--- src/logic/ust_map.svh ---
// register map, field positions, counts and response codes of the serial transmitter
// assumes a 32-bit axi4-lite slave, one aligned word per register
//
// Notes on behaviour
// - nrz frame: start, 8 or 9 data, stops
// - parity on or off, odd or even
// - reset format is 8 data, no parity, one stop
// - lsb first, shared format and baud
// - bit rate clk / (64 or 16 * (n+1))
// - enabled pins serve serial, idle line high
// - disable frees pins, flushes data buffers
// - disable clears enables and break, sets idles
// - disable aborts at once, config kept
// - address detect: msb marks address frame
// - one or two stops, transmitter only
// - ninth bit taken from transmit_bit8
// - shifter reloads only after stop bit sent
// - start needs enable, data and shift tick
// - transmit disable stops and resets transmitter
// - idle write starts at once, busy write held (code waits for the next baud tick to load and start)
// - data writes blocked while ready flag low
// - status access then data write clears flags
// - ready flag set when data register empty
// - idle flag set after stops or break
// - break held long enough sends 13-zero characters
// - break: no interrupt, repeats, ends with stops
`ifndef UST_MAP_SVH
`define UST_MAP_SVH
// ----------------------------------------
// offsets
// ----------------------------------------
`define UST_OFF_CTRL1   5'h00
`define UST_OFF_CTRL2   5'h04
`define UST_OFF_STATUS  5'h08
`define UST_OFF_DATA    5'h0c
`define UST_OFF_BAUD    5'h10
// ----------------------------------------
// field positions
// ----------------------------------------
`define UST_C1_GEN      0
`define UST_C1_WORD9    1
`define UST_C1_PAREN    2
`define UST_C1_PARODD   3
`define UST_C1_STOP2    4
`define UST_C1_BIT8     5
`define UST_C1_ADDR     6
`define UST_C2_TXEN     0
`define UST_C2_RXEN     1
`define UST_C2_BRGH     2
`define UST_C2_BRK      3
`define UST_C2_TEIE     4
`define UST_SR_TXRDY    0
`define UST_SR_TXIDLE   1
`define UST_SR_RXIDLE   2
// ----------------------------------------
// counts and response codes
// ----------------------------------------
`define UST_PRE_LO      6'h3f
`define UST_PRE_HI      4'hf
`define UST_BRK_LAST    4'hc
`define UST_BRK_SAT     9'h1ff
`define UST_RESP_OK     2'h0
`define UST_RESP_ERR    2'h2
`endif

--- src/logic/ust_pkg.sv ---
// types of the serial transmitter: frame states and the whole state record
// enum values and field widths are literals here; ust_map.svh is not used
`default_nettype none
package ust_pkg;
    typedef enum logic [2:0] {
        TX_IDLE  = 3'b000,
        TX_START = 3'b001,
        TX_DATA  = 3'b010,
        TX_PAR   = 3'b011,
        TX_STOP  = 3'b100,
        TX_BRK   = 3'b101
    } ust_tx_t;

    typedef struct packed {
        logic       gen;
        logic       word9;
        logic       par_en;
        logic       par_odd;
        logic       stop2;
        logic       bit8;
        logic       addr_en;
        logic       tx_en;
        logic       rx_en;
        logic       brgh;
        logic       brk;
        logic       teie;
        logic [7:0] divisor;
    } ust_cfg_t;

    typedef struct packed {
        ust_cfg_t   cfg;
        logic       tx_ready;
        logic       tx_idle;
        logic       armed;
        logic [7:0] hold;
        logic       hold_full;
        ust_tx_t    tx;
        logic [8:0] shreg;
        logic       par_bit;
        logic [3:0] bitcnt;
        logic       stopcnt;
        logic [8:0] brk_cnt;
        logic       brk_frame;
        logic [5:0] pre;
        logic [7:0] div;
        logic       tick;
        logic       out;
        logic       aw_got;
        logic       w_got;
        logic [4:0] awaddr;
        logic [7:0] wdata;
        logic       wlane;
        logic       bvalid;
        logic       berr;
        logic       rvalid;
        logic       rerr;
        logic [7:0] rdata;
    } ust_st_t;
endpackage
`default_nettype wire

--- src/logic/ust_tx.sv ---
// serial transmitter with framing, baud divider, break and axi4-lite registers
// assumes synchronous inputs on aclk; receiver data path lives elsewhere
`include "ust_map.svh"
`default_nettype none
module ust_tx (
    // clock and reset
    input  wire logic        aclk,
    input  wire logic        aresetn,
    // axi4-lite write
    input  wire logic [4:0]  s_axi_awaddr,
    input  wire logic        s_axi_awvalid,
    output logic             s_axi_awready,
    input  wire logic [31:0] s_axi_wdata,
    input  wire logic [3:0]  s_axi_wstrb,
    input  wire logic        s_axi_wvalid,
    output logic             s_axi_wready,
    output logic [1:0]       s_axi_bresp,
    output logic             s_axi_bvalid,
    input  wire logic        s_axi_bready,
    // axi4-lite read
    input  wire logic [4:0]  s_axi_araddr,
    input  wire logic        s_axi_arvalid,
    output logic             s_axi_arready,
    output logic [31:0]      s_axi_rdata,
    output logic [1:0]       s_axi_rresp,
    output logic             s_axi_rvalid,
    input  wire logic        s_axi_rready,
    // pins
    output logic             serial_out_pin,
    output logic             serial_out_oe_n,
    output logic             serial_in_claim,
    // request
    output logic             tx_empty_req
);
    // ----------------------------------------
    // state
    // ----------------------------------------
    localparam ust_pkg::ust_st_t ST_RST = '{
        tx: ust_pkg::TX_IDLE,
        tx_ready: 1'b1,
        tx_idle: 1'b1,
        out: 1'b1,
        default: '0
    };

    ust_pkg::ust_st_t st_r;
    ust_pkg::ust_st_t st_nxt;

    logic aw_fire;
    logic w_fire;
    logic ar_fire;
    logic wr_do;
    logic data_wr;
    logic pre_end;
    logic brk_ok;
    logic [8:0] ld_word;

    // register index from a byte address; 7 means unmapped
    function automatic logic [2:0] reg_idx(input logic [4:0] a);
        unique case (a)
            `UST_OFF_CTRL1:  reg_idx = 3'h0;
            `UST_OFF_CTRL2:  reg_idx = 3'h1;
            `UST_OFF_STATUS: reg_idx = 3'h2;
            `UST_OFF_DATA:   reg_idx = 3'h3;
            `UST_OFF_BAUD:   reg_idx = 3'h4;
            default:         reg_idx = 3'h7;
        endcase
    endfunction

    // ----------------------------------------
    // bus handshakes
    // ----------------------------------------
    assign s_axi_awready = !st_r.aw_got && !st_r.bvalid;
    assign s_axi_wready  = !st_r.w_got && !st_r.bvalid;
    assign s_axi_arready = !st_r.rvalid;
    assign aw_fire = s_axi_awvalid && s_axi_awready;
    assign w_fire  = s_axi_wvalid && s_axi_wready;
    assign ar_fire = s_axi_arvalid && s_axi_arready;
    assign wr_do   = st_r.aw_got && st_r.w_got;
    assign data_wr = wr_do && st_r.wlane && reg_idx(st_r.awaddr) == 3'h3;

    assign s_axi_bvalid = st_r.bvalid;
    assign s_axi_bresp  = st_r.berr ? `UST_RESP_ERR : `UST_RESP_OK;
    assign s_axi_rvalid = st_r.rvalid;
    assign s_axi_rresp  = st_r.rerr ? `UST_RESP_ERR : `UST_RESP_OK;
    assign s_axi_rdata  = {24'h00_0000, st_r.rdata};

    // ----------------------------------------
    // pins
    // ----------------------------------------
    assign serial_out_pin  = st_r.out;
    assign serial_out_oe_n = !(st_r.cfg.gen && st_r.cfg.tx_en);
    assign serial_in_claim = st_r.cfg.gen && st_r.cfg.rx_en;
    // break frames never request service
    assign tx_empty_req = st_r.cfg.teie && st_r.tx_ready && !st_r.brk_frame && !st_r.cfg.brk;

    // ----------------------------------------
    // next state
    // ----------------------------------------
    assign pre_end = st_r.cfg.brgh ? (st_r.pre[3:0] == `UST_PRE_HI) : (st_r.pre == `UST_PRE_LO);
    assign brk_ok  = st_r.brk_cnt > ({1'b0, st_r.cfg.divisor} + 9'h001);
    // ninth bit only in 9-bit mode
    assign ld_word = {st_r.cfg.word9 & st_r.cfg.bit8, st_r.hold};

    always_comb begin
        st_nxt = st_r;

        // write channel: address and data in either order
        if (aw_fire) begin
            st_nxt.aw_got = 1'b1;
            st_nxt.awaddr = s_axi_awaddr;
        end
        if (w_fire) begin
            st_nxt.w_got = 1'b1;
            st_nxt.wdata = s_axi_wdata[7:0];
            st_nxt.wlane = s_axi_wstrb[0];
        end
        if (s_axi_bvalid && s_axi_bready)
            st_nxt.bvalid = 1'b0;
        if (wr_do) begin
            st_nxt.aw_got = 1'b0;
            st_nxt.w_got  = 1'b0;
            st_nxt.bvalid = 1'b1;
            st_nxt.berr   = reg_idx(st_r.awaddr) == 3'h7;
            if (st_r.wlane) begin
                unique case (reg_idx(st_r.awaddr))
                    3'h0: begin
                        st_nxt.cfg.gen     = st_r.wdata[`UST_C1_GEN];
                        st_nxt.cfg.word9   = st_r.wdata[`UST_C1_WORD9];
                        st_nxt.cfg.par_en  = st_r.wdata[`UST_C1_PAREN];
                        st_nxt.cfg.par_odd = st_r.wdata[`UST_C1_PARODD];
                        st_nxt.cfg.stop2   = st_r.wdata[`UST_C1_STOP2];
                        st_nxt.cfg.bit8    = st_r.wdata[`UST_C1_BIT8];
                        st_nxt.cfg.addr_en = st_r.wdata[`UST_C1_ADDR];
                    end
                    3'h1: begin
                        st_nxt.cfg.tx_en = st_r.wdata[`UST_C2_TXEN];
                        st_nxt.cfg.rx_en = st_r.wdata[`UST_C2_RXEN];
                        st_nxt.cfg.brgh  = st_r.wdata[`UST_C2_BRGH];
                        st_nxt.cfg.brk   = st_r.wdata[`UST_C2_BRK];
                        st_nxt.cfg.teie  = st_r.wdata[`UST_C2_TEIE];
                    end
                    3'h3: begin
                        // only after a status access and while ready
                        if (st_r.armed && st_r.tx_ready && st_r.cfg.gen) begin
                            st_nxt.hold      = st_r.wdata;
                            st_nxt.hold_full = 1'b1;
                            st_nxt.tx_ready  = 1'b0;
                            st_nxt.tx_idle   = 1'b0;
                            st_nxt.armed     = 1'b0;
                        end
                    end
                    3'h4: st_nxt.cfg.divisor = st_r.wdata;
                    default: ;
                endcase
            end
        end

        // read channel; a status read arms the flag-clearing sequence
        if (s_axi_rvalid && s_axi_rready)
            st_nxt.rvalid = 1'b0;
        if (ar_fire) begin
            st_nxt.rvalid = 1'b1;
            st_nxt.rerr   = 1'b0;
            st_nxt.rdata  = 8'h00;
            unique case (reg_idx(s_axi_araddr))
                3'h0: st_nxt.rdata = {1'b0, st_r.cfg.addr_en, st_r.cfg.bit8, st_r.cfg.stop2,
                                      st_r.cfg.par_odd, st_r.cfg.par_en, st_r.cfg.word9, st_r.cfg.gen};
                3'h1: st_nxt.rdata = {3'h0, st_r.cfg.teie, st_r.cfg.brk, st_r.cfg.brgh,
                                      st_r.cfg.rx_en, st_r.cfg.tx_en};
                3'h2: begin
                    // receiver flags read zero here; receiver reports idle
                    st_nxt.rdata = {5'h00, 1'b1, st_r.tx_idle, st_r.tx_ready};
                    st_nxt.armed = 1'b1;
                end
                3'h3: st_nxt.rdata = st_r.hold;
                3'h4: st_nxt.rdata = st_r.cfg.divisor;
                default: st_nxt.rerr = 1'b1;
            endcase
        end

        // break hold timer
        if (!st_r.cfg.brk)
            st_nxt.brk_cnt = 9'h000;
        else if (st_r.brk_cnt != `UST_BRK_SAT)
            st_nxt.brk_cnt = st_r.brk_cnt + 9'h001;

        // baud generator: prescale 64 or 16, then divisor+1
        st_nxt.tick = 1'b0;
        if (!st_r.cfg.gen) begin
            st_nxt.pre = 6'h00;
            st_nxt.div = 8'h00;
        end else begin
            st_nxt.pre = pre_end ? 6'h00 : st_r.pre + 6'h01;
            if (pre_end) begin
                if (st_r.div == 8'h00) begin
                    st_nxt.tick = 1'b1;
                    st_nxt.div  = st_r.cfg.divisor;
                end else
                    st_nxt.div = st_r.div - 8'h01;
            end
        end

        // frame sequencer, advances one bit per tick
        if (st_r.tick && st_r.cfg.tx_en) begin
            unique case (st_r.tx)
                ust_pkg::TX_IDLE: begin
                    if (brk_ok) begin
                        st_nxt.brk_frame = 1'b1;
                        st_nxt.tx        = ust_pkg::TX_START;
                        st_nxt.out       = 1'b0;
                    end else if (st_r.hold_full) begin
                        st_nxt.shreg     = ld_word;
                        st_nxt.par_bit   = ^ld_word ^ st_r.cfg.par_odd;
                        st_nxt.hold_full = 1'b0;
                        st_nxt.tx_ready  = 1'b1;
                        st_nxt.tx        = ust_pkg::TX_START;
                        st_nxt.out       = 1'b0;
                    end
                end
                ust_pkg::TX_START: begin
                    st_nxt.bitcnt = 4'h0;
                    if (st_r.brk_frame) begin
                        st_nxt.tx  = ust_pkg::TX_BRK;
                        st_nxt.out = 1'b0;
                    end else begin
                        st_nxt.tx  = ust_pkg::TX_DATA;
                        st_nxt.out = st_r.shreg[0];
                    end
                end
                ust_pkg::TX_DATA: begin
                    // in 9-bit mode the last data bit is bit8, the address marker; addr_en does not change it
                    if (st_r.bitcnt == (st_r.cfg.word9 ? 4'h8 : 4'h7)) begin
                        st_nxt.stopcnt = 1'b0;
                        st_nxt.tx      = st_r.cfg.par_en ? ust_pkg::TX_PAR : ust_pkg::TX_STOP;
                        st_nxt.out     = st_r.cfg.par_en ? st_r.par_bit : 1'b1;
                    end else begin
                        st_nxt.shreg  = {1'b0, st_r.shreg[8:1]};
                        st_nxt.out    = st_r.shreg[1];
                        st_nxt.bitcnt = st_r.bitcnt + 4'h1;
                    end
                end
                ust_pkg::TX_PAR: begin
                    st_nxt.stopcnt = 1'b0;
                    st_nxt.tx      = ust_pkg::TX_STOP;
                    st_nxt.out     = 1'b1;
                end
                ust_pkg::TX_STOP: begin
                    if (st_r.cfg.stop2 && !st_r.stopcnt)
                        st_nxt.stopcnt = 1'b1;
                    else begin
                        st_nxt.tx        = ust_pkg::TX_IDLE;
                        st_nxt.tx_idle   = 1'b1;
                        st_nxt.brk_frame = 1'b0;
                    end
                end
                ust_pkg::TX_BRK: begin
                    if (st_r.bitcnt == `UST_BRK_LAST) begin
                        st_nxt.bitcnt = 4'h0;
                        if (!st_r.cfg.brk) begin
                            st_nxt.stopcnt = 1'b0;
                            st_nxt.tx      = ust_pkg::TX_STOP;
                            st_nxt.out     = 1'b1;
                        end
                    end else
                        st_nxt.bitcnt = st_r.bitcnt + 4'h1;
                end
                default: st_nxt.tx = ust_pkg::TX_IDLE;
            endcase
        end

        // transmit disable resets the sequencer mid-frame
        if (!st_nxt.cfg.tx_en) begin
            st_nxt.tx        = ust_pkg::TX_IDLE;
            st_nxt.out       = 1'b1;
            st_nxt.brk_frame = 1'b0;
        end

        // global disable: abort, flush, clear enables and break, set idles; other config kept
        if (!st_nxt.cfg.gen) begin
            st_nxt.cfg.tx_en = 1'b0;
            st_nxt.cfg.rx_en = 1'b0;
            st_nxt.cfg.brk   = 1'b0;
            st_nxt.hold_full = 1'b0;
            st_nxt.tx_ready  = 1'b1;
            st_nxt.tx_idle   = 1'b1;
            st_nxt.tx        = ust_pkg::TX_IDLE;
            st_nxt.out       = 1'b1;
            st_nxt.brk_frame = 1'b0;
        end
    end

    // ----------------------------------------
    // registers
    // ----------------------------------------
    always_ff @(posedge aclk) begin
        if (!aresetn)
            st_r <= ST_RST;
        else
            st_r <= st_nxt;
    end
endmodule
`default_nettype wire

--- config.mk ---
export PLATFORM = sky130hd
export DESIGN_NAME = ust_tx
export DESIGN_NICKNAME = d
export VERILOG_FILES = /design/src/logic/ust_pkg.sv /design/src/logic/ust_tx.sv
export VERILOG_INCLUDE_DIRS = /design/src /design/src/logic
export SDC_FILE = /design/constraint.sdc
export NUM_CORES = 1
export LEC_CHECK = 0
export ABC_AREA = 1
export BUFFER_PORTS_ARGS = -buffer_cell sky130_fd_sc_hd__buf_2
export CORE_MARGIN = 4
export CORE_UTILIZATION = 48
export CTS_BUF_LIST = sky130_fd_sc_hd__clkbuf_8
export DETAILED_ROUTE_END_ITERATION = 7
export PLACE_DENSITY = 0.78
export SETUP_SLACK_MARGIN = 0.15
export SYNTH_ARGS = -nofsm -noshare
export SYNTH_HDL_FRONTEND = slang
export SYNTH_SLANG_ARGS = --single-unit
--- constraint.sdc ---
create_clock -name aclk -period 2.7 [get_ports aclk]
set_input_delay 0.27 -clock aclk [delete_from_list [all_inputs] [get_ports aclk]]
set_output_delay 0.27 -clock aclk [all_outputs]
set_load 0.02 [all_outputs]
Word-level counts from Yosys, hierarchy flattened
Index checks and enable logic that the tools add are counted.
{"block": "totals", "ff_bits": 104, "out_inout_bits": 45, "wordCells": 212, "in_bits": 53}
{"block": "classes", "addsub": 5, "bitwise": 5, "reduce_logical": 58, "muxes": 68, "eq_ne": 36, "n_lt_le_gt_ge": 1}
{"operator": "2-to-1 mux 32 bit", "n": 2}
{"operator": "one-hot mux 8 bit (5 select lines)", "n": 1}
{"operator": "2-to-1 mux 3 bit", "n": 11}
{"operator": "one-hot mux 3 bit (5 select lines)", "n": 2}
{"operator": "2-to-1 mux 1 bit", "n": 28}
{"operator": "2-to-1 mux 12 bit", "n": 2}
{"operator": "== test 5 x 4 -> 1 bit (second input constant)", "n": 4}
{"operator": "2-to-1 mux 10 bit", "n": 2}
{"operator": "2-to-1 mux 19 bit", "n": 1}
{"operator": "inequality test 2 bit (second input constant)", "n": 9}
{"operator": "one-hot mux 3 bit (6 select lines)", "n": 1}
{"operator": "one-hot mux 9 bit (2 select lines)", "n": 1}
{"operator": "AND reduction 3 bit", "n": 6}
{"operator": "logical AND 1 bit", "n": 17}
{"operator": "2-to-1 mux 8 bit", "n": 2}
{"operator": "== test 3 x 2 -> 1 bit (second input constant)", "n": 5}
{"operator": "== test 3 bit (second input constant)", "n": 5}
{"operator": "2-to-1 mux 14 bit", "n": 1}
{"operator": "2-to-1 mux 4 bit", "n": 3}
{"operator": "one-hot mux 4 bit (3 select lines)", "n": 1}
{"operator": "AND reduction 4 bit", "n": 3}
{"operator": "AND reduction 6 bit", "n": 2}
{"operator": "== test 5 x 3 -> 1 bit (second input constant)", "n": 2}
{"operator": "== test 5 bit (second input constant)", "n": 2}
{"operator": "other kinds (36)", "n": 60}

Depth between registers and ports, before layout
Gate-level depths: netlist (run 1).
{"block": "depth", "depth_word": 12, "depth_mapped": 16}

Least setup slack after synthesis (run 1)
Ideal clock, no wire load.
{"block": "synth_timing", "path_kind": "register to register", "start": "reg st_r[84] (netlist name)", "end": "reg st_r[68] (netlist name)", "slack_ns": 0.367, "n_path_buf": 1, "required_ns": 2.587, "path_stages_with_launch": 17, "arrival_time_ns": 2.221, "path_cell_list": "dfxtp_1 ha_1 nand3_1 nand3b_1 nor2_1 nand2_1 ha_1 nand2_1 nor2_1 nand3_1 nand3_1 nand3_1 nand4_2 buf_2 nand2_1 nand2_1 nor2_1"}
{"block": "synth_via", "elab_chain_len": 4}
{"element": "from (decl)", "line_no": "ust_tx.sv:46", "text": "ust_pkg::ust_st_t st_r;"}
{"element": "from (signal assigned)", "line_no": "ust_tx.sv:300", "text": "st_r <= st_nxt;"}
{"element": "adder 8 x 1 -> 9 bit", "line_no": "ust_tx.sv:101", "text": "assign brk_ok = st_r.brk_cnt > ({1'b0, st_r.cfg.divisor} + 9'h001);"}
{"element": "> comparator 9 bit", "line_no": "ust_tx.sv:101"}
{"element": "inequality test 2 bit (no source line)"}
{"element": "AND reduction 5 bit (no source line)"}
No other way between the ends.
A chain may end at the register's enable or synchronous reset.

Final worst setup path (run 1)
{"block": "layout_timing", "start": "reg st_r[87] (netlist name)", "end": "reg st_r[67] (netlist name)"}
The elaborated chain is that of the path after synthesis.

==> results of run 1 <==
==> cells by family (layout without fill, tap and decap cells) <==
group	after synthesis	count (layout)	share of synthesized area [%]
compound gates	158	158	15.66
xor+xnor	20	20	3.195
fa+ha+maj	17	17	3.880
buf+inv	159	182	13.44
flops	104	104	37.98
other cells	1	26	0.06841
simple gates	323	323	25.77
==> worst max-delay path by stage <==
stage | to | depth (start not counted) | start
after floorplan | st_r[68]$_SDFFE_PN0P_ | 16 | st_r[84]$_SDFFE_PN0P_
after global placement | st_r[66]$_SDFFE_PN0P_ | 15 | st_r[84]$_SDFFE_PN0P_
after detailed placement | st_r[67]$_SDFFE_PN0P_ | 15 | st_r[84]$_SDFFE_PN0P_
after CTS | st_r[71]$_SDFFE_PN0P_ | 16 | st_r[84]$_SDFFE_PN0P_
after global routing | st_r[67]$_SDFFE_PN0P_ | 16 | st_r[84]$_SDFFE_PN0P_
final | st_r[67]$_SDFFE_PN0P_ | 16 | st_r[87]$_SDFFE_PN0P_
==> report_power, final <==
part / leakage [uW] / internal (uW) / switching (uW)
combinational: 0.00175 / 55.7 / 144
sequential: 0.000846 / 1560 / 33.8
clock: 0.0000811 / 336 / 544
==> area by class of cell <==
| cell class | instances | area [um^2] |
|---|---|---|
| clock inverter | 6 | 46.29 |
| multi-input combinational | 544 | 2882 |
| timing repair buffer | 59 | 384.1 |
| clock buffer | 9 | 123.9 |
| inverter | 108 | 407.9 |
| tap | 140 | 175.2 |
| fill | 1085 | 4915 |
| sequential | 104 | 2097 |
==> metal layers <==
layer / GRT usage (%) / vias up / wire length, um
met5: 0 / - / 0
met4: 5.477 / 0 / 262
met3: 3.579 / 23 / 739
met2: 29.21 / 140 / 5875
met1: 23.86 / 2230 / 5465
li1: - / 2562 / -
==> metrics by stage <==
stage	instance area (um^2)	util (%)	worst slack, ns	hold WS (ns)
after detailed placement	5714	51.80	0.1009	0.4415
after floorplan	5575	-	0.3666	0.3810
after CTS	5887	53.37	0.1414	0.06828
after global placement	5714	51.80	0.1789	0.4333
final	6116	55.44	0.2011	0.07154
after global routing	6116	55.44	0.04328	0.1149
==> sequential cells by signal, summed over array words and instances, names as in the netlist <==
register,count
s_axi_rvalid,1
ld_word,8
serial_out_pin,1
s_axi_rdata,8
st_r,85
s_axi_bvalid,1
==> critical path, cell delays in order, from the launching register on <==
cell and delay [ns]:
dfxtp_4 0.39, inv_1 0.11, nor2_4 0.10, nand2_2 0.07
nor3_2 0.20, xor2_1 0.17, ha_1 0.28, nand2_4 0.10
inv_2 0.04, a21oi_2 0.16, nand3_2 0.12, nand3_2 0.13
nand4_4 0.16, clkbuf_16 0.21, nand2_2 0.05, nand2_1 0.05
nor2_1 0.10
==> cell usage after synthesis (all sizes together) <==
master	count
a211oi	3
a21o	1
a21oi	58
a221oi	1
a31oi	3
buf	39
clkbuf	12
conb	1
dfxtp	104
ha	17
inv	108
nand2	155
nand3	35
nand3b	1
nand4	7
nor2	100
nor3	16
nor3b	4
nor4	4
o2111ai	2
o211ai	6
o21a	1
o21ai	71
o22ai	12
or2	1
xnor2	4
xor2	16
==> timing repair <==
item / in CTS / in global routing
gates cloned: 0 / 3
setup buffers: 0 / 4
setup endpoints to repair: 9 / 17
endpoints found under the hold margin: 0 / 0
pin swaps: 0 / 25
gates resized for setup: 1 / 38
==> impl_metrics.yaml, run 1 <==
timing:
  timing.setup.tns_ns: 0
  slew_viol_final: 0
  worst_pin_slew_ns: 0.5327
  post-route-period-util_pct: 92.55
  setup_viol: 0
  hold_viol_final: 0
  relSlewSlack_pct: 64.40
  period_minus_slack_ns: 2.499
  grt_setup_unrepaired: "true"
  fin_skew_ns: 0.006920
  fmax_mhz: 400.2
drt:
  antenna_left: 0
  wl_per_cell_um: 12.72
  drc: 0
  num_vias: 4955
  wl_mm: 12.34
  vias_per_cell: 5.108
  drt-pass1-iter-count: 5
  drt_iter0_drc: 315
yosys:
  synth_area_um2: 5482
  synth_cell_types: 42
  synth_area_leader_cell: "dfxtp_1"
  yosys_register_bits: 104
  avgSynthCellArea_um2: 7.010
  synth.area.top_cells: "dfxtp_1 38%, nand2_1 10%, inv_1 7.0%"
  synth_top_area_share_pct: 37.98
  syn_inst: 782
  synth_seq_area_share_pct: 37.98
  synth_warnings: 0
global_route:
  overflow: 0
  track_usage_pct: 17.86
  grt_pass1_wl_mm: 19.29
  antenna_found_initial: 0
  grt_max_degree: 40
  grt_pass1_vias: 4247
worst_setup_path:
  reg2reg_slack_ns: 0.20
  arrival_ns: 2.82
  endpoint_kind: "flop"
  cp.required_ns: 3.02
  path_max_fanout: 4
  r2r_start: "st_r[87]$_SDFFE_PN0P_"
  path_class: "flop to flop"
  regToRegEndpoint: "st_r[67]$_SDFFE_PN0P_"
  start_kind: "flop"
  r2r_cells: 16
pwr:
  p_leak_uw: 0.002678
  finalPower_uw: 2675
  ir_drop_mv: 0.4221
  power.density_nw_per_um2: 437.4
layout:
  drive_gt1_share_pct: 15.06
  layoutNonFillerInstCount: 970
  num_antenna_cells: 0
  areaGrowthSynthToFinish_pct: 11.57
  nNetsFinal: 896
  final_cell_mix: "141 x nand2_1, 102 x inv_1, 100 x dfxtp_1, 91 x nor2_1, 70 x o21ai_0"
  final_common_cell: "nand2_1"
cts:
  clk_pin_slew_ns: 0.10
  cts_buffer_depth: 2
  cts_tree: "done"
  htreeDepth: 3
  clock_tree.root_cell: "clkbuf_8"
  hold_buffers: 0
  numCtsBuffers: 9
  clock_latency_ns: 0.38
  numClockSinks: 104
min_path:
  holdCritPathClass: "primary input to flop"
  min_delay_path_depth: 2
  holdPathEnd: "s_axi_bvalid$_SDFFE_PN0P_"
  hp-start: "s_axi_bready"
placement:
  dp_hpwl_mm: 9.101
  io_buffers: 44
  place_congestion: 0.8867
  dp_cells: 948
floorplanning:
  core-area_um2: 11030
  io_pins: 98
  die_area_um2: 13190
  die_h_um: 114.9
  fp.dieW_um: 114.9
  row_count: 38
  initial_utilization_pct: 49.69
job:
  maxCapViolations: 0
outcome:
  status: "finished clean"
Power figures use the tool's default switching activity.
==> run 2: changes to the inputs <==
==> constraint.sdc (replaced) <==
create_clock -name aclk -period 2.7 [get_ports aclk]
set_input_delay 0.405 -clock aclk [delete_from_list [all_inputs] [get_ports aclk]]
set_output_delay 0.405 -clock aclk [all_outputs]
set_load 0.02 [all_outputs]
==> run 2 against run 1 <==
  * Via count decreased by 0.65%
  * Non-clock buffer count shrank 1
  * First-iteration DRC count increased by 24%
  * Wire length grew 1.9%
  * Sequential share of layout area is 0.14 points lower
  * Sequential power hardly changed
==> impl_metrics.yaml, run 2 (synthesis results as in run 1) <==
cts:
  numCtsBuffers: 9
  hold_buffers: 0
  cts_buffer_depth: 2
  htreeDepth: 3
  clk_pin_slew_ns: 0.11
  clock_tree.root_cell: "clkbuf_8"
  clock_latency_ns: 0.38
  cts_tree: "done"
  numClockSinks: 104
pwr:
  p_leak_uw: 0.002705
  switching_share_pct: 26.85
  power.density_nw_per_um2: 466.3
  comb_power_share_pct: 6.9
  p_seq_share_pct: 55.8
  ir_drop_mv: 0.2443
  finalPower_uw: 2863
  p_switching_uw: 768.8
  cellInternalPower_uw: 2095
  clock_power_share_pct: 37.3
global_route:
  grt_max_degree: 28
  antenna_found_initial: 0
  track_usage_pct: 18.81
  grt_pass1_vias: 4418
  overflow: 0
  grt_pass1_wl_mm: 20.31
drt:
  route.met2.wl_mm: 6.000
  wl_per_cell_um: 12.97
  drt-pass1-iter-count: 5
  dr_wl_met3_um: 697
  wl_mm: 12.58
  antenna_left: 0
  wl_met1_mm: 5.627
  num_vias: 4923
  drc: 0
  vias_per_cell: 5.075
  top_layer: "met4"
  drt_iter0_drc: 390
timing:
  slew_viol_final: 0
  hold_viol_final: 0
  fin_skew_ns: 0.01401
  setup_viol: 0
  period_minus_slack_ns: 2.475
  fmax_mhz: 404.0
  worst_pin_slew_ns: 0.5698
  relSlewSlack_pct: 61.92
  timing.setup.tns_ns: 0
  post-route-period-util_pct: 91.67
  grt_setup_unrepaired: "false"
placement:
  dp_cells: 949
  dp_hpwl_mm: 9.224
  place_congestion: 0.8906
  post_dp_cell_area_um2: 5722
  io_buffers: 44
floorplanning:
  initial_utilization_pct: 49.69
  fp.dieW_um: 114.9
  die_h_um: 114.9
  row_count: 38
  io_pins: 98
  die_area_um2: 13190
  core-area_um2: 11030
worst_setup_path:
  start_kind: "flop"
  reg2reg_slack_ns: 0.22
  path_max_fanout: 9
  endpoint_kind: "flop"
  cp.required_ns: 3.02
  arrival_ns: 2.79
  path_class: "flop to flop"
layout:
  utilization_pct: 55.67
  fill_cells: 1067
  layoutNonFillerInstCount: 970
  largest_reg_flops: 85
  drive_gt1_share_pct: 14.58
  num_antenna_cells: 0
  final_cell_mix: "144 x nand2_1, 101 x inv_1, 100 x dfxtp_1, 94 x nor2_1, 70 x o21ai_0"
  fin_area_um2: 6141
  final_common_cell: "nand2_1"
  top_register: "st_r"
  nNetsFinal: 895
  areaGrowthSynthToFinish_pct: 12.03
outcome:
  status: "finished clean"
min_path:
  holdCritPathClass: "primary input to flop"
job:
  maxCapViolations: 0
==> run 2: changes by cell type in the layout (fill, tap and decap cells not counted), moves of 2 or more <==
cell and change:
clkinvlp_4 -3, nand2_1 +3, nand2_2 -3, nor2_1 +3, nor2_2 -3, inv_6 +2
==> run 2: critical path: stages (launching register included) <==
cell and delay, ns:
dfxtp_4 0.41, ha_4 0.16, nand3_2 0.08, nand3b_1 0.20, xor2_1 0.17, ha_1 0.30
nand2_1 0.10, nor2_4 0.14, nand4_1 0.16, nand3_2 0.13, nand4_4 0.14, clkbuf_16 0.21
nand2_1 0.05, nand2_1 0.04, nor2_1 0.12
==> run 2: layout make-up <==
class | instances | area [um^2] | area share [%]
clock buffer | 10 | 137.6 | 2.241
tap | 140 | 175.2 | 2.852
timing repair buffer | 58 | 372.9 | 6.072
sequential | 104 | 2097 | 34.15
clock inverter | 6 | 78.83 | 1.284
multi-input combinational | 544 | 2872 | 46.76
inverter | 108 | 407.9 | 6.642
==> run 2: final timing paths <==
| check | depth (start not counted) | startpoint | to |
|---|---|---|---|
| worst max-delay path | 14 | st_r[85]$_SDFFE_PN0P_ | st_r[68]$_SDFFE_PN0P_ |
| worst min-delay path | 2 | s_axi_bready | s_axi_bvalid$_SDFFE_PN0P_ |
| worst max register to register | 14 | st_r[85]$_SDFFE_PN0P_ | st_r[68]$_SDFFE_PN0P_ |
| worst min register to register | 2 | serial_out_pin$_SDFFE_PN1P_ | serial_out_pin$_SDFFE_PN1P_ |
==> run 2: per-layer routing <==
metal	vias to the layer above	global-route usage [%]
met3	25	3.579
li1	2547	-
met5	-	0
met1	2207	25.23
met2	144	30.56
met4	0	6.260
==> run 2: power groups by stage <==
stage | clock network [uW] | logic [uW] | registers [uW]
floorplan | 0 | 180 | 1620
global placement | 0 | 195 | 1630
detailed placement | 0 | 196 | 1640
CTS | 1080 | 197 | 1600
global route | 1140 | 226 | 1600
finish | 1070 | 198 | 1600
==> run 2: what timing repair did <==
item,4_1_cts,5_1_grt
gates cloned,0,2
setup buffers,0,3
pin swaps,0,18
gates resized for setup,3,31
setup endpoints to repair,11,17
==> run 2: stage by stage <==
stage          setup slack [ns]  hold WS, ns
3_3_place_gp             0.1213       0.4321
2_1_floorplan            0.3666       0.4175
6_report                 0.2249       0.1929
3_5_place_dp            0.06602       0.4359
4_1_cts                  0.1860       0.1893
5_1_grt                 0.04804       0.2158
==> run 3: changes to the inputs <==
--- a/config.mk
+++ b/config.mk
@@ -7,5 +7,4 @@
 export NUM_CORES = 1
 export LEC_CHECK = 0
-export ABC_AREA = 1
 export BUFFER_PORTS_ARGS = -buffer_cell sky130_fd_sc_hd__buf_2
 export CORE_MARGIN = 4
==> constraint.sdc (replaced) <==
create_clock -name aclk -period 2.7 [get_ports aclk]
set_input_delay 0.27 -clock aclk [delete_from_list [all_inputs] [get_ports aclk]]
set_output_delay 0.27 -clock aclk [all_outputs]
set_load 0.02 [all_outputs]
==> run 3 against run 2 <==
  * Maximum frequency down 3.8%
  * Die area up 0.86%
  * Largest power group unchanged
  * Global-route usage up 0.77 points
  * Count of clock-buffer cells in the layout unchanged
  * Register-to-register slack worse by 0.097 ns
  * Combinational power down 3%
  * Utilization up 0.42 points
  * Sequential power about the same
  * Critical path depth down 3
  * Total power down 5.0%
  * Hold slack worse by 0.067 ns
==> impl_metrics.yaml, run 3 <==
outcome:
  status: "finished clean"
cts:
  clock_tree.root_cell: "clkbuf_8"
  cts_buffer_depth: 2
  cts_tree: "done"
  clock_latency_ns: 0.38
  htreeDepth: 3
  clk_pin_slew_ns: 0.11
  numCtsBuffers: 9
  numClockSinks: 104
yosys:
  synth_top_area_share_pct: 37.63
  synth_area_leader_cell: "dfxtp_1"
  synth_warnings: 0
  avgSynthCellArea_um2: 8.699
  async_reset_ff_share_pct: 0
  synth_seq_area_share_pct: 37.63
  yosysMostFrequentCell: "dfxtp_1"
  yosys-top-cells-count: "104 x dfxtp_1, 62 x nand2_1, 43 x mux2i_1, 42 x nor2b_1, 41 x nor2_1"
  synthFlopType: "dfxtp_1"
  synth_edf_count: 0
  syn_inst: 636
  yosys_register_bits: 104
  synth_area_um2: 5533
  synth.area.top_cells: "dfxtp_1 38%, mux2i_1 7.8%, buf_4 4.9%"
  synth_cell_types: 63
drt:
  drt-pass1-iter-count: 5
  wl_mm: 12.91
  wl_per_cell_um: 15.74
  drt_iter0_drc: 331
  num_vias: 4576
  vias_per_cell: 5.580
  antenna_left: 0
  drc: 0
worst_setup_path:
  crit_family: "simple AND/OR/NAND/NOR gates"
  critPathBufInv: 3
  regToRegEndpoint: "st_r[66]$_SDFFE_PN0P_"
  r2r_cells: 11
  crit_path_cell_trace: "buf_4, buf_4, xnor2_1, ha_1, a211oi_1, nor2_1, nor4_2, buf_4, and3_2, o21ai_0, a31oi_2"
  start_kind: "flop"
  critPathSlowestCell: "dfxtp_2"
  r2r_start: "st_r[86]$_SDFFE_PN0P_"
  path_max_fanout: 8
  path_class: "flop to flop"
  reg2reg_slack_ns: 0.13
  critPathMostFrequentCell: "buf_4"
  slowest_delay_ns: 0.34
  endpoint_kind: "flop"
  cp.required_ns: 3.01
  arrival_ns: 2.88
floorplanning:
  initial_utilization_pct: 49.94
  core-area_um2: 11080
  die_area_um2: 13310
  die_h_um: 115.4
  fp.dieW_um: 115.4
  io_pins: 98
  row_count: 38
global_route:
  grt_pass1_wl_mm: 21.27
  grt_max_degree: 74
  grt_pass1_vias: 4436
  antenna_found_initial: 0
  overflow: 0
  track_usage_pct: 19.58
layout:
  areaGrowthSynthToFinish_pct: 12.30
  top_register: "st_r"
  largest_reg_flops: 85
  drive_gt1_share_pct: 19.12
  num_antenna_cells: 0
  nNetsFinal: 745
  final_cell_mix: "99 x dfxtp_1, 62 x nand2_1, 44 x buf_2, 43 x mux2i_1, 42 x nor2b_1"
  final_common_cell: "dfxtp_1"
pwr:
  finalPower_uw: 2721
  power.density_nw_per_um2: 437.8
  p_leak_uw: 0.002401
  ir_drop_mv: 0.3811
placement:
  place_congestion: 0.8698
  io_buffers: 44
  dp_hpwl_mm: 9.308
timing:
  post-route-period-util_pct: 95.25
  period_minus_slack_ns: 2.572
  hold_viol_final: 0
  fin_skew_ns: 0.01386
  setup_viol: 0
  grt_setup_unrepaired: "true"
  slew_viol_final: 0
  worst_pin_slew_ns: 0.7237
  timing.setup.tns_ns: 0
  fmax_mhz: 388.8
  relSlewSlack_pct: 51.75
min_path:
  holdPathEnd: "st_r[20]$_SDFFE_PN0P_"
  hp-start: "s_axi_wdata[7]"
  min_delay_path_depth: 3
  holdCritPathClass: "primary input to flop"
job:
  maxCapViolations: 0
## run 3: cell count changes after synthesis, sizes merged, moves of 14 or more
cell	change
mux2i	+43
nor2b	+42
o21ai	-37
nand2	-92
nor2	-58
a21oi	-30
inv	-93
nand3	-23
a21boi	+14
## run 3: worst reg2reg max path: cells and delay by family, from the launching register on
kind | cells | cell delay (ns)
flip-flops | 1 | 0.34
buffers and inverters | 3 | 0.49
adder cells (fa/ha/maj) | 1 | 0.29
AO/OA/AOI/OAI | 3 | 0.60
XOR/XNOR | 1 | 0.18
AND/OR/NAND/NOR | 3 | 0.63
## run 3: kinds of logic (layout without fill, tap and decap cells)
group                      count (synthesis)  after routing  synth area share (%)
DFF                                      104            104                 37.63
other                                      1             26               0.06778
adders and majority gates                 17             17                 3.844
muxes                                     47             47                 8.661
buffers and inverters                     79             98                 8.073
xor gates and xnor gates                  26             26                 4.116
and+or+nand+nor                          228            228                 21.96
AOI/OAI and AO/OA                        134            134                 15.65
## run 3: what timing repair did
| action | in CTS | in global routing |
|---|---|---|
| hold buffers | 0 | 0 |
| pin swaps | 10 | 11 |
| gates resized for setup | 26 | 18 |
| setup buffers | 5 | 1 |
| endpoints found under the setup margin | 13 | 13 |
## run 3: cell type report
cell class	instances	area (um^2)
clock inverter	6	50.05
clock buffer	10	137.6
tap	140	175.2
sequential	104	2096
timing repair buffer	66	396.6
fill	947	4865
inverter	16	65.06
multi-input combinational	478	3293
## run 3: worst max-delay path by stage
| stage | start | endpoint | slack [ns] | depth (start not counted) |
|---|---|---|---|---|
| global route | st_r[86]$_SDFFE_PN0P_ | st_r[66]$_SDFFE_PN0P_ | 0.003 | 12 |
| finish | st_r[86]$_SDFFE_PN0P_ | st_r[66]$_SDFFE_PN0P_ | 0.13 | 11 |
| floorplan | st_r[84]$_SDFFE_PN0P_ | st_r[59]$_SDFFE_PN0P_ | 0.16 | 12 |
| CTS | st_r[84]$_SDFFE_PN0P_ | st_r[66]$_SDFFE_PN0P_ | 0.15 | 11 |
| detailed placement | st_r[84]$_SDFFE_PN0P_ | st_r[65]$_SDFFE_PN0P_ | -0.04 | 12 |
| global placement | st_r[84]$_SDFFE_PN0P_ | st_r[67]$_SDFFE_PN0P_ | 0.03 | 12 |
## run 3: report_power, final
part	switching (uW)	internal, uW
Sequential	28.0	1550
Clock	572	374
Combinational	122	70.4
## run 3: through the flow
stage | setup slack (ns) | instance area [um^2] | cells | util (%) | hold WS [ns]
after detailed placement | -0.04182 | 5769 | 798 | 52.08 | 0.4428
after CTS | 0.1463 | 6100 | 819 | 55.06 | 0.1135
after floorplan | 0.1607 | 5639 | 661 | - | 0.4078
after global placement | 0.02959 | 5769 | 798 | 52.08 | 0.4296
after global routing | 0.002775 | 6213 | 820 | 56.09 | 0.1363
final | 0.1281 | 6213 | 820 | 56.09 | 0.1256
## run 3: metal layers
| layer | part of all wire [%] | track usage (%) | vias up |
|---|---|---|---|
| li1 | - | - | 2255 |
| met1 | 44 | 24.98 | 2170 |
| met2 | 50 | 33.60 | 127 |
| met3 | 4.8 | 4.263 | 24 |
| met4 | 1.6 | 5.086 | 0 |
| met5 | 0 | 0 | - |
